[src/pkg/vcd_defs.vh]
// Purpose: shared constants of the video and cursor fetch address unit
// Assumes: byte addresses on a 32-bit AXI4-Lite register bus
// Notes: definitions only
`ifndef VCD_DEFS_VH
`define VCD_DEFS_VH

// ----------------------------------------------------------------------
// register byte offsets
// ----------------------------------------------------------------------
`define VCD_OFS_CUR_CUR 12'h1C0
`define VCD_OFS_CUR_INIT 12'h1C4
`define VCD_OFS_LOW_CUR 12'h1C8
`define VCD_OFS_VID_CUR 12'h1D0
`define VCD_OFS_VID_END 12'h1D4
`define VCD_OFS_VID_START 12'h1D8
`define VCD_OFS_VID_INIT 12'h1DC
`define VCD_OFS_VID_CTL 12'h1E0

// ----------------------------------------------------------------------
// field layout
// ----------------------------------------------------------------------
`define VCD_ADDR_MSB 28
`define VCD_ADDR_LSB 4
`define VCD_END_MSB 23
`define VCD_LAST_BIT 30
`define VCD_EQ_BIT 29
`define VCD_CTL_DUAL_BIT 7
`define VCD_CTL_ENA_BIT 5
`define VCD_CTL_FIXED 8'h50
`define VCD_CTL_FIXED_MASK 8'h5F

// ----------------------------------------------------------------------
// reset values and bus answers
// ----------------------------------------------------------------------
`define VCD_ADDR_RST 25'h0000000
`define VCD_END_RST 20'h00000
`define VCD_RESP_OKAY 2'h0
`define VCD_RESP_SLVERR 2'h2

`endif

[src/rtl/vcd_fetch_ptr.v]
// Purpose: one fetch pointer in qword units with reload, step and wrap
// Assumes: software write and step are one-cycle qualified inputs, reload may be held as a level
// Notes: software write wins over reload, reload wins over step
`timescale 1ns/1ps
module vcd_fetch_ptr #(
    parameter AW = 25,
    parameter EW = 20
) (
    // clock and reset
    input wire core_clk,
    input wire srst,
    // software access
    input wire swWr,
    input wire [AW-1:0] swVal,
    // frame control
    input wire reload,
    input wire [AW-1:0] initVal,
    input wire step,
    input wire wrapEn,
    input wire [EW-1:0] endVal,
    input wire [AW-1:0] startVal,
    // pointer
    output reg [AW-1:0] cur_r,
    output wire atEnd
);
    wire [AW-1:0] cur_nxt;

    // only the low end bits are compared: the end field is narrower
    assign atEnd = (cur_r[EW-1:0] == endVal);
    assign cur_nxt = (wrapEn && atEnd) ? startVal :
        cur_r + {{(AW-1){1'b0}}, 1'b1};

    always @(posedge core_clk) begin
        if (srst) begin
            cur_r <= {AW{1'b0}};
        end else if (swWr) begin
            cur_r <= swVal;
        end else if (reload) begin
            cur_r <= initVal;
        end else if (step) begin
            cur_r <= cur_nxt;
        end
    end
endmodule

[src/rtl/vcd_frame_sync.v]
// Purpose: qualifies frame reload and per-channel fetch steps
// Assumes: channel 0 video, 1 lower panel, 2 cursor
// Notes: no step is taken while the retrace level is high
`timescale 1ns/1ps
module vcd_frame_sync #(
    parameter NCH = 3
) (
    // frame state
    input wire retrace,
    input wire dmaEna,
    input wire dualMode,
    // fetch completions
    input wire [NCH-1:0] fetchDone,
    // qualified controls
    output wire reload,
    output wire [NCH-1:0] step
);
    genvar i;

    assign reload = retrace;

    generate
        for (i = 0; i < NCH; i = i + 1) begin : gStep
            if (i == 1) begin : gLow
                // the lower panel set stays idle outside dual mode
                assign step[i] = fetchDone[i] & dmaEna & dualMode &
                    ~retrace;
            end else begin : gOther
                assign step[i] = fetchDone[i] & dmaEna & ~retrace;
            end
        end
    endgenerate
endmodule

[src/rtl/vcd_dma_addr.v]
// Purpose: video and cursor fetch address unit with AXI4-Lite registers
// Assumes: fetch side gives one-cycle done pulses and a retrace level
// Notes: undefined read bits return zero
//
// Function
// retrace copies cursor initial into cursor current
// cursor pointer steps one qword per fetch
// fetch registers keep bits 28:4, low reads zero
// software loads cursor initial with buffer start
// lower panel current reloads from its initial
// retrace reloads every video current register
// end register keeps only bits 23:4
// software loads start with first frame qword
// addresses qword aligned, low four bits dropped
// single panel uses only the A set
// software loads initial A with top qword
// software sets last flag only when equal end
// initial A reads zero, last, equal, address
// each frame fetch starts at initial address
// control bit 7 selects dual panel, readable
// control bit 5 enables DMA, readable
// software keeps dual bit clear for CRT
// control bits 6, 4:0 fixed read 1,10000
// video fetch wraps from end to start
// software loads lower initial with panel top; here it comes from the lowerPanelInit input, with no register
//
// Design decision made here: the AXI4-Lite register port.
`timescale 1ns/1ps
`include "vcd_defs.vh"
module vcd_dma_addr #(
    parameter AW = 25,
    parameter EW = 20
) (
    // clock and reset
    input wire core_clk,
    input wire srst,
    // axi4-lite write address
    input wire [11:0] s_axi_awaddr,
    input wire s_axi_awvalid,
    output reg s_axi_awready,
    // axi4-lite write data
    input wire [31:0] s_axi_wdata,
    input wire [3:0] s_axi_wstrb,
    input wire s_axi_wvalid,
    output reg s_axi_wready,
    // axi4-lite write response
    output reg [1:0] s_axi_bresp,
    output reg s_axi_bvalid,
    input wire s_axi_bready,
    // axi4-lite read
    input wire [11:0] s_axi_araddr,
    input wire s_axi_arvalid,
    output reg s_axi_arready,
    output reg [31:0] s_axi_rdata,
    output reg [1:0] s_axi_rresp,
    output reg s_axi_rvalid,
    input wire s_axi_rready,
    // fetch side
    input wire retrace,
    input wire vidFetchDone,
    input wire lowFetchDone,
    input wire curFetchDone,
    input wire [AW-1:0] lowerPanelInit,
    output wire [AW-1:0] vidFetchQw,
    output wire [AW-1:0] lowFetchQw,
    output wire [AW-1:0] curFetchQw,
    output reg dmaEnable,
    output reg dualPanel
);
    // ------------------------------------------------------------------
    // register state
    // ------------------------------------------------------------------
    reg [AW-1:0] curInit_r;
    reg [AW-1:0] frame_buffer_start_r;
    reg [AW-1:0] vidInit_r;
    reg [EW-1:0] frame_buffer_end_r;
    reg vidLast_r;
    reg [11:0] wrAddr_r;
    reg [31:0] wrData_r;
    reg [3:0] wrStrb_r;
    reg wrGo_r;
    reg [11:0] rdAddr_r;
    reg rdGo_r;

    wire [3*AW-1:0] ptrCur;
    wire [2:0] ptrAtEnd;
    wire [2:0] ptrWr;
    wire [2:0] ptrStep;
    wire [3*AW-1:0] ptrInit;
    wire [2:0] ptrWrap;
    wire reloadAll;
    wire [31:0] wrOld;
    wire [31:0] wrWord;
    wire [31:0] rdWord;
    wire wrHit;
    wire rdHit;
    wire [AW-1:0] wrQw;

    // ------------------------------------------------------------------
    // register decode
    // ------------------------------------------------------------------
    function hitOf;
        input [11:0] a;
        reg [11:0] w;
        begin
            w = {a[11:2], 2'b00};
            case (w)
                `VCD_OFS_CUR_CUR,
                `VCD_OFS_CUR_INIT,
                `VCD_OFS_LOW_CUR,
                `VCD_OFS_VID_CUR,
                `VCD_OFS_VID_END,
                `VCD_OFS_VID_START,
                `VCD_OFS_VID_INIT,
                `VCD_OFS_VID_CTL: hitOf = 1'b1;
                default: hitOf = 1'b0;
            endcase
        end
    endfunction

    function [31:0] qwWord;
        input [AW-1:0] q;
        begin
            qwWord = {3'b000, q, 4'h0};
        end
    endfunction

    function [31:0] readOf;
        input [11:0] a;
        reg [11:0] w;
        begin
            w = {a[11:2], 2'b00};
            case (w)
                `VCD_OFS_CUR_CUR: readOf = qwWord(ptrCur[3*AW-1:2*AW]);
                `VCD_OFS_CUR_INIT: readOf = qwWord(curInit_r);
                `VCD_OFS_LOW_CUR: readOf = qwWord(ptrCur[2*AW-1:AW]);
                `VCD_OFS_VID_CUR: readOf = qwWord(ptrCur[AW-1:0]);
                `VCD_OFS_VID_END:
                    readOf = {8'h00, frame_buffer_end_r, 4'h0};
                `VCD_OFS_VID_START: readOf = qwWord(frame_buffer_start_r);
                `VCD_OFS_VID_INIT:
                    readOf = {1'b0, vidLast_r, ptrAtEnd[0],
                        vidInit_r, 4'h0};
                `VCD_OFS_VID_CTL:
                    readOf = {24'h000000, dualPanel, 1'b0, dmaEnable,
                        5'h00} | {24'h000000, `VCD_CTL_FIXED};
                default: readOf = 32'h00000000;
            endcase
        end
    endfunction

    // partial strobes merge into the value the register shows now
    function [31:0] mergeOf;
        input [31:0] old;
        input [31:0] dat;
        input [3:0] strb;
        integer k;
        begin
            mergeOf = old;
            for (k = 0; k < 4; k = k + 1) begin
                if (strb[k]) begin
                    mergeOf[8*k +: 8] = dat[8*k +: 8];
                end
            end
        end
    endfunction

    assign wrHit = hitOf(wrAddr_r);
    assign rdHit = hitOf(rdAddr_r);
    assign rdWord = readOf(rdAddr_r);
    assign wrOld = readOf(wrAddr_r);
    assign wrWord = mergeOf(wrOld, wrData_r, wrStrb_r);
    assign wrQw = wrWord[`VCD_ADDR_MSB:`VCD_ADDR_LSB];

    // ------------------------------------------------------------------
    // axi4-lite write channel
    // ------------------------------------------------------------------
    // address and data are taken in either order; the store happens
    // in the cycle after both are held, the response in that same cycle
    always @(posedge core_clk) begin
        if (srst) begin
            s_axi_awready <= 1'b1;
            s_axi_wready <= 1'b1;
            s_axi_bvalid <= 1'b0;
            s_axi_bresp <= `VCD_RESP_OKAY;
            wrAddr_r <= 12'h000;
            wrData_r <= 32'h00000000;
            wrStrb_r <= 4'h0;
            wrGo_r <= 1'b0;
        end else begin
            if (s_axi_awvalid && s_axi_awready) begin
                wrAddr_r <= s_axi_awaddr;
                s_axi_awready <= 1'b0;
            end
            if (s_axi_wvalid && s_axi_wready) begin
                wrData_r <= s_axi_wdata;
                wrStrb_r <= s_axi_wstrb;
                s_axi_wready <= 1'b0;
            end
            if (wrGo_r) begin
                wrGo_r <= 1'b0;
                s_axi_bvalid <= 1'b1;
                s_axi_bresp <= wrHit ? `VCD_RESP_OKAY : `VCD_RESP_SLVERR;
            end else if (!s_axi_awready && !s_axi_wready &&
                    !s_axi_bvalid) begin
                wrGo_r <= 1'b1;
            end
            if (s_axi_bvalid && s_axi_bready) begin
                s_axi_bvalid <= 1'b0;
                s_axi_awready <= 1'b1;
                s_axi_wready <= 1'b1;
            end
        end
    end

    // ------------------------------------------------------------------
    // axi4-lite read channel
    // ------------------------------------------------------------------
    always @(posedge core_clk) begin
        if (srst) begin
            s_axi_arready <= 1'b1;
            s_axi_rvalid <= 1'b0;
            s_axi_rdata <= 32'h00000000;
            s_axi_rresp <= `VCD_RESP_OKAY;
            rdAddr_r <= 12'h000;
            rdGo_r <= 1'b0;
        end else begin
            if (s_axi_arvalid && s_axi_arready) begin
                rdAddr_r <= s_axi_araddr;
                s_axi_arready <= 1'b0;
                rdGo_r <= 1'b1;
            end
            if (rdGo_r) begin
                rdGo_r <= 1'b0;
                s_axi_rvalid <= 1'b1;
                s_axi_rdata <= rdWord;
                s_axi_rresp <= rdHit ? `VCD_RESP_OKAY : `VCD_RESP_SLVERR;
            end
            if (s_axi_rvalid && s_axi_rready) begin
                s_axi_rvalid <= 1'b0;
                s_axi_arready <= 1'b1;
            end
        end
    end

    // ------------------------------------------------------------------
    // configuration registers
    // ------------------------------------------------------------------
    always @(posedge core_clk) begin
        if (srst) begin
            curInit_r <= `VCD_ADDR_RST;
            frame_buffer_start_r <= `VCD_ADDR_RST;
            vidInit_r <= `VCD_ADDR_RST;
            frame_buffer_end_r <= `VCD_END_RST;
            vidLast_r <= 1'b0;
            dmaEnable <= 1'b0;
            dualPanel <= 1'b0;
        end else if (wrGo_r && wrHit) begin
            case ({wrAddr_r[11:2], 2'b00})
                `VCD_OFS_CUR_INIT: curInit_r <= wrQw;
                `VCD_OFS_VID_START: frame_buffer_start_r <= wrQw;
                `VCD_OFS_VID_END:
                    frame_buffer_end_r <= wrWord[`VCD_END_MSB:`VCD_ADDR_LSB];
                `VCD_OFS_VID_INIT: begin
                    vidInit_r <= wrQw;
                    vidLast_r <= wrWord[`VCD_LAST_BIT];
                end
                `VCD_OFS_VID_CTL: begin
                    dualPanel <= wrWord[`VCD_CTL_DUAL_BIT];
                    dmaEnable <= wrWord[`VCD_CTL_ENA_BIT];
                end
                default: begin
                    vidLast_r <= vidLast_r;
                end
            endcase
        end
    end

    // ------------------------------------------------------------------
    // fetch pointers
    // ------------------------------------------------------------------
    assign ptrWr[0] = wrGo_r && ({wrAddr_r[11:2], 2'b00} ==
        `VCD_OFS_VID_CUR);
    assign ptrWr[1] = wrGo_r && ({wrAddr_r[11:2], 2'b00} ==
        `VCD_OFS_LOW_CUR);
    assign ptrWr[2] = wrGo_r && ({wrAddr_r[11:2], 2'b00} ==
        `VCD_OFS_CUR_CUR);
    assign ptrInit = {curInit_r, lowerPanelInit, vidInit_r};
    // the cursor buffer is linear; both video sets wrap in the frame
    assign ptrWrap = 3'b011;

    vcd_frame_sync #(
        .NCH(3)
    ) uSync (
        .retrace(retrace),
        .dmaEna(dmaEnable),
        .dualMode(dualPanel),
        .fetchDone({curFetchDone, lowFetchDone, vidFetchDone}),
        .reload(reloadAll),
        .step(ptrStep)
    );

    genvar c;
    generate
        for (c = 0; c < 3; c = c + 1) begin : gPtr
            vcd_fetch_ptr #(
                .AW(AW),
                .EW(EW)
            ) uPtr (
                .core_clk(core_clk),
                .srst(srst),
                .swWr(ptrWr[c]),
                .swVal(wrQw),
                .reload(reloadAll),
                .initVal(ptrInit[c*AW +: AW]),
                .step(ptrStep[c]),
                .wrapEn(ptrWrap[c]),
                .endVal(frame_buffer_end_r),
                .startVal(frame_buffer_start_r),
                .cur_r(ptrCur[c*AW +: AW]),
                .atEnd(ptrAtEnd[c])
            );
        end
    endgenerate

    // pointer outputs are the pointer flip-flops themselves
    assign vidFetchQw = ptrCur[AW-1:0];
    assign lowFetchQw = ptrCur[2*AW-1:AW];
    assign curFetchQw = ptrCur[3*AW-1:2*AW];
endmodule

[config.mk]
export PLATFORM = sky130hd
export DESIGN_NAME = vcd_dma_addr
export DESIGN_NICKNAME = d
export VERILOG_FILES = /design/src/rtl/vcd_fetch_ptr.v /design/src/rtl/vcd_frame_sync.v /design/src/rtl/vcd_dma_addr.v
export VERILOG_INCLUDE_DIRS = /design/src /design/src/pkg
export SDC_FILE = /design/constraint.sdc
export NUM_CORES = 1
export LEC_CHECK = 0
export BUFFER_PORTS_ARGS = -buffer_cell sky130_fd_sc_hd__buf_4
export CAP_MARGIN = 10
export CELL_PAD_IN_SITES_DETAIL_PLACEMENT = 0
export CELL_PAD_IN_SITES_GLOBAL_PLACEMENT = 1
export CORE_MARGIN = 2
export CORE_UTILIZATION = 35
export CTS_CLUSTER_DIAMETER = 100
export CTS_CLUSTER_SIZE = 25
export DETAILED_ROUTE_END_ITERATION = 10
export GPL_TIMING_DRIVEN = 0
export PLACE_DENSITY_LB_ADDON = 0.1
export SLEW_MARGIN = 10
export SYNTH_ARGS = -nofsm -noshare
export SYNTH_HDL_FRONTEND = slang
export SYNTH_SLANG_ARGS = --single-unit
[constraint.sdc]
create_clock -name core_clk -period 5.8 [get_ports core_clk]
set_input_delay 0.58 -clock core_clk [delete_from_list [all_inputs] [get_ports core_clk]]
set_output_delay 0.58 -clock core_clk [all_outputs]
set_load 0.005 [all_outputs]
# After elaboration in Yosys (flattened, before gate mapping)
# Index checks and enable logic that the tools add are counted.
[classes]
n_addsub = 3
n_eq_ne = 19
muxes = 23
n_bitwise = 8
n_reduce_logical = 29
[op_table]
columns = ["cell", "count"]
rows = [
  ["$pmux 31 s8", 2],
  ["$mux 25", 11],
  ["$eq 10x7->1 const B", 16],
  ["$add 25x1->25 const B", 3],
  ["$eq 20x20->1", 2],
  ["$mux 8", 3],
  ["$reduce_or 8->1", 2],
  ["$logic_and 1x1->1", 11],
  ["$reduce_and 2->1", 5],
  ["$reduce_bool 3->1", 3],
  ["$reduce_or 2->1", 4],
  ["$and 1x1->1", 7],
  ["$mux 7", 1],
  ["$mux 1", 4],
  ["$mux 2", 2],
  ["$logic_not 1->1", 3],
  ["$reduce_and 3->1", 1],
  ["$ne 2x2->1 const B", 1],
  ["$not 1->1", 1],
]
[totals]
register_bits = 275
in_bits = 96
out_inout_bits = 118
wordCells = 106

# Depth between registers and ports, before layout
[logic_depth]
ltp_word = 6
depth_mapped = 11
ltp_nobuf = 8

# By module
# Synthesis repeated with hierarchy kept, for this count alone.
[hier_totals]
cells_unflattened = 2214
area_unflattened_um2 = 17001.3
[by_module_without_submodules]
columns = ["mod", "instances", "cells_per_inst", "area_each_um2", "seq_area_each_um2"]
rows = [
  ["vcd_dma_addr", 1, 1220, 9922.0, 3683.5],
  ["vcd_fetch_ptr", 3, 330, 2347.3, 500.5],
  ["vcd_frame_sync", 1, 4, 37.5, 0.0],
]

# Worst setup path before layout
# No wires, ideal clock.
[synth_path]
path_type = "reg-to-reg"
startpoint = "reg gPtr[0].uPtr.cur_r[0]"
endpoint = "reg gPtr[0].uPtr.cur_r[20]"
setup_ps = 124
arrival_time_ps = 2037
required_ps = 5676
slack_ps = 3640
stages_incl_launch_ff = 9
path_buffers = 1
synth_period_minus_slack_ps = 2160
path_cell_list = "dfxtp_1 > ha_1 > and4_1 > nand2_1 > or3_1 > clkbuf_1 > nor4b_1 > a21o_1 > a211oi_1"
[synth_via]
elab_chain_len = 5
elab_cells_between_ends = 6
cone_classes = "1 x add/sub; 1 x eq/ne; 4 x mux"
[synth_lines]
columns = ["item", "line_no", "text"]
rows = [
  ["from (decl)", "vcd_fetch_ptr.v:23", "output reg [AW-1:0] cur_r,"],
  ["from (signal assigned)", "vcd_fetch_ptr.v:35", "cur_r <= {AW{1'b0}};"],
  ["from (signal assigned)", "vcd_fetch_ptr.v:37", "cur_r <= swVal;"],
  ["from (signal assigned)", "vcd_fetch_ptr.v:39", "cur_r <= initVal;"],
  ["$add 25x1->25 / $eq 20x20->1 (equally long branches)", "vcd_fetch_ptr.v:31, vcd_fetch_ptr.v:29", ""],
  ["$mux 25 *", "vcd_fetch_ptr.v:30", "assign cur_nxt = (wrapEn && atEnd) ? startVal :"],
  ["$mux 25 *", "vcd_fetch_ptr.v:40", "end else if (step) begin"],
  ["$mux 25 *", "vcd_fetch_ptr.v:38", "end else if (reload) begin"],
  ["$mux 25 *", "vcd_fetch_ptr.v:36", "end else if (swWr) begin"],
]
# Every way passes the cells marked *; elsewhere a longest branch is shown, timed or not. The select of a mux whose other input is x is not followed.
# A chain may end at the register's enable or synchronous reset.

# Final worst setup path
[layout_path]
startpoint = "reg wrAddr_r[2]"
endpoint = "reg gPtr[1].uPtr.cur_r[8]"
[layout_via]
elab_chain_len = 4
elab_cells_between_ends = 13
cone_classes = "8 x eq/ne; 3 x mux; 2 x reduce/logical"
[layout_lines]
columns = ["item", "line_no", "text"]
rows = [
  ["from (decl)", "vcd_dma_addr.v:78", "reg [11:0] wrAddr_r;"],
  ["from (signal assigned)", "vcd_dma_addr.v:192", "wrAddr_r <= s_axi_awaddr;"],
  ["$eq 10x7->1", "vcd_dma_addr.v:133", "case (w)"],
  ["$pmux 31 s8", "vcd_dma_addr.v:133", ""],
  ["$mux 8", "vcd_dma_addr.v:161", "if (strb[k]) begin"],
  ["$mux 25", "vcd_fetch_ptr.v:36", ""],
  ["to (signal assigned)", "vcd_fetch_ptr.v:35", ""],
  ["to (signal assigned)", "vcd_fetch_ptr.v:37", ""],
  ["to (signal assigned)", "vcd_fetch_ptr.v:39", ""],
  ["to (decl)", "vcd_fetch_ptr.v:23", ""],
]
# Parallel ways exist; a longest one is shown, timed or not. The select of a mux whose other input is x is not followed.

==> impl_metrics.json <==
{
  "start_util": 0.354,
  "clockBufferDepth": 3,
  "synth_ff_type": "dfxtp_1",
  "grt_overflow": 0,
  "die_area_sq_mm": 0.0452,
  "power.leakage_nw": 6.53,
  "setup_viol": 0,
  "area_growth_syn_to_layout_pct": 17.9,
  "via_per_inst": 6.15,
  "antenna_found_initial": 1,
  "drtIter0Drc": 2372,
  "clk_pin_slew_worst_paths_ps": 100,
  "vias": 17300,
  "maxSlewHeadroom": 0.0531,
  "drive_above_1_share": 0.151,
  "cp_max_fo": 10,
  "worst_pin_slew_ps": 1420,
  "die_h_um": 213,
  "drt_first_pass_iters": 7,
  "required_ps": 6290,
  "ys_seq_area_frac": 0.340,
  "fin_skew_ps": 20.9,
  "wl_per_cell_um": 31.3,
  "design.core.area_sq_mm": 0.0431,
  "cp_common_cell": "a21oi_1",
  "rows": 76,
  "postRouteWirelength_um": 88200,
  "cts_buffers": 16,
  "synth.avg_cell_area_sq_um": 7.59,
  "grt_pass1_wl_um": 122000,
  "grt_max_degree": 26,
  "endpoint_kind": "register",
  "layout.nets": 2325,
  "synth-seq-cells": 259,
  "hold_path.class": "input pin to register",
  "placed_cell_area_sq_mm": 0.0175,
  "numPortBuffers": 195,
  "ctsResizeCount": 0,
  "status": "finished clean",
  "drc": 0,
  "critPathSlowestCell": "a21oi_1",
  "power_density_mw_per_mm2": 213,
  "arrival_ps": 4390,
  "place_congestion": 1.05,
  "ant_nets": 0,
  "syn_area_sq_mm": 0.0152,
  "htree_levels": 1,
  "period_share": 0.672,
  "rsz0062_at_grt": "false",
  "yosysUniqueCellTypes": 85,
  "clock_latency_ps": 550,
  "ys_async_sr_fraction": 0,
  "final_common_cell": "nand2_1",
  "post_cts_buffers": 0,
  "worstPathCellList": "clkbuf_1, nand3_1, a21oi_1, a2111oi_0, a21oi_1, o221ai_1, a21oi_1",
  "grt_use_total": 0.382,
  "fin_util": 0.417,
  "fin_tns_setup_ps": 0,
  "holdBufCountCts": 0,
  "cts_root_buffer": "clkbuf_16",
  "crit_path_start_kind": "register",
  "maxSlewViolCount": 0,
  "ff2ff_setup_slack_ps": 1900,
  "cts_num_sinks": 259,
  "max-vdd-ir-drop_uv": 199,
  "design_area_sq_mm": 0.0180,
  "netlist_instances": 2007,
  "fin_total_pwr_mw": 3.82,
  "slowest_delay_ps": 940,
  "ios": 214,
  "die_x_um": 213,
  "crit_type": "register to register",
  "final_cell_mix": "nand2_1 (453), dfxtp_1 (259), a21oi_1 (228), buf_4 (213), clkbuf_1 (110)",
  "yosysWarnings": 0,
  "fmax_mhz": 257,
  "drv_cap": 0,
  "antenna_cells": 0,
  "dpl.hpwl_um": 69600,
  "tritoncts": "yes",
  "synth-edff-count": 0,
  "period_minus_slack_ps": 3900,
  "grt_pass1_vias": 16200,
  "hold_viol": 0
}
## kinds of logic after synthesis
logic type	count (synthesis)	synth area share
buf+inv	208	0.0610
fa+ha+maj	3	0.00246
mux	78	0.0523
simple gates	765	0.228
xor+xnor	96	0.0552
other cells	1	0.000246
flops	259	0.340
compound gates	597	0.261
## critical path: cells and delay by family (launching register included)
| family | cells | cell delay (ps) |
|---|---|---|
| flops | 1 | 630 |
| buf+inv | 1 | 860 |
| simple gates | 1 | 560 |
| compound gates | 5 | 1780 |
## registers in the layout (all words and copies together), names as in the netlist, 4 cells and up
| signal | flops |
|---|---|
| rdAddr_r | 10 |
| gPtr.uPtr.cur_r | 75 |
| wrData_r | 26 |
| curInit_r | 25 |
| wrStrb_r | 4 |
| vidInit_r | 25 |
| frame_buffer_end_r | 20 |
| frame_buffer_start_r | 25 |
| wrAddr_r | 10 |
| s_axi_rdata | 27 |
## final cells by class
type,count,area [sq um]
Tap cell,585,732
Buffer,185,843
Sequential cell,259,5180
Clock buffer,19,453
Clock inverter,6,55.1
Multi-Input combinational cell,1546,9160
Timing Repair Buffer,195,1460
Fill cell,4575,25100
Inverter,23,86.3
## synth_stat cells (25+ instances only)
cell type | count | share of area
o21ai_0 | 80 | 0.026
a21oi_1 | 228 | 0.075
nor2_1 | 90 | 0.022
nand4_1 | 26 | 0.011
buf_2 | 46 | 0.015
a22oi_1 | 30 | 0.015
o22ai_1 | 25 | 0.010
xor2_1 | 60 | 0.034
clkbuf_1 | 110 | 0.027
nor3_1 | 26 | 0.0085
a221oi_1 | 25 | 0.014
mux2i_1 | 65 | 0.043
a222oi_1 | 32 | 0.021
dfxtp_1 | 259 | 0.34
xnor2_1 | 36 | 0.021
nand2_1 | 453 | 0.11
nand3_1 | 45 | 0.015
## report_power, final
group          total [mW]  switching [mW]  leakage [nW]  internal, mW
Sequential           1.89          0.0639          2.10          1.82
Combinational       0.610           0.399          4.18         0.211
Clock                1.33           0.750         0.248         0.576
## stage by stage
stage               hold slack, ps  setup slack [ps]  std cells
floorplan                      431              3640       2013
global placement               440              1980       2793
detailed placement             446              1970       2793
CTS                            215              2160       2818
global route                   223              2000       2818
finish                         222              1900       2818
## worst paths after layout
kind                               startpoint                     to  depth (start not counted)
worst max-delay path              wrAddr_r[2]  gPtr[1].uPtr.cur_r[8]                          7
worst min-delay path            s_axi_awvalid          s_axi_awready                          2
worst min register to register    rdAddr_r[6]            rdAddr_r[6]                          2
worst max register to register    wrAddr_r[2]  gPtr[1].uPtr.cur_r[8]                          7
## metal layers
layer  GRT usage  vias to the layer above  share of wire
met3      0.0656                      246          0.095
met2       0.597                     1054           0.44
met5           0                        -              0
met4       0.228                        0          0.068
met1       0.494                     8356           0.40
li1            -                     7676              -
No activity file was read; power rests on OpenSTA's default activity.
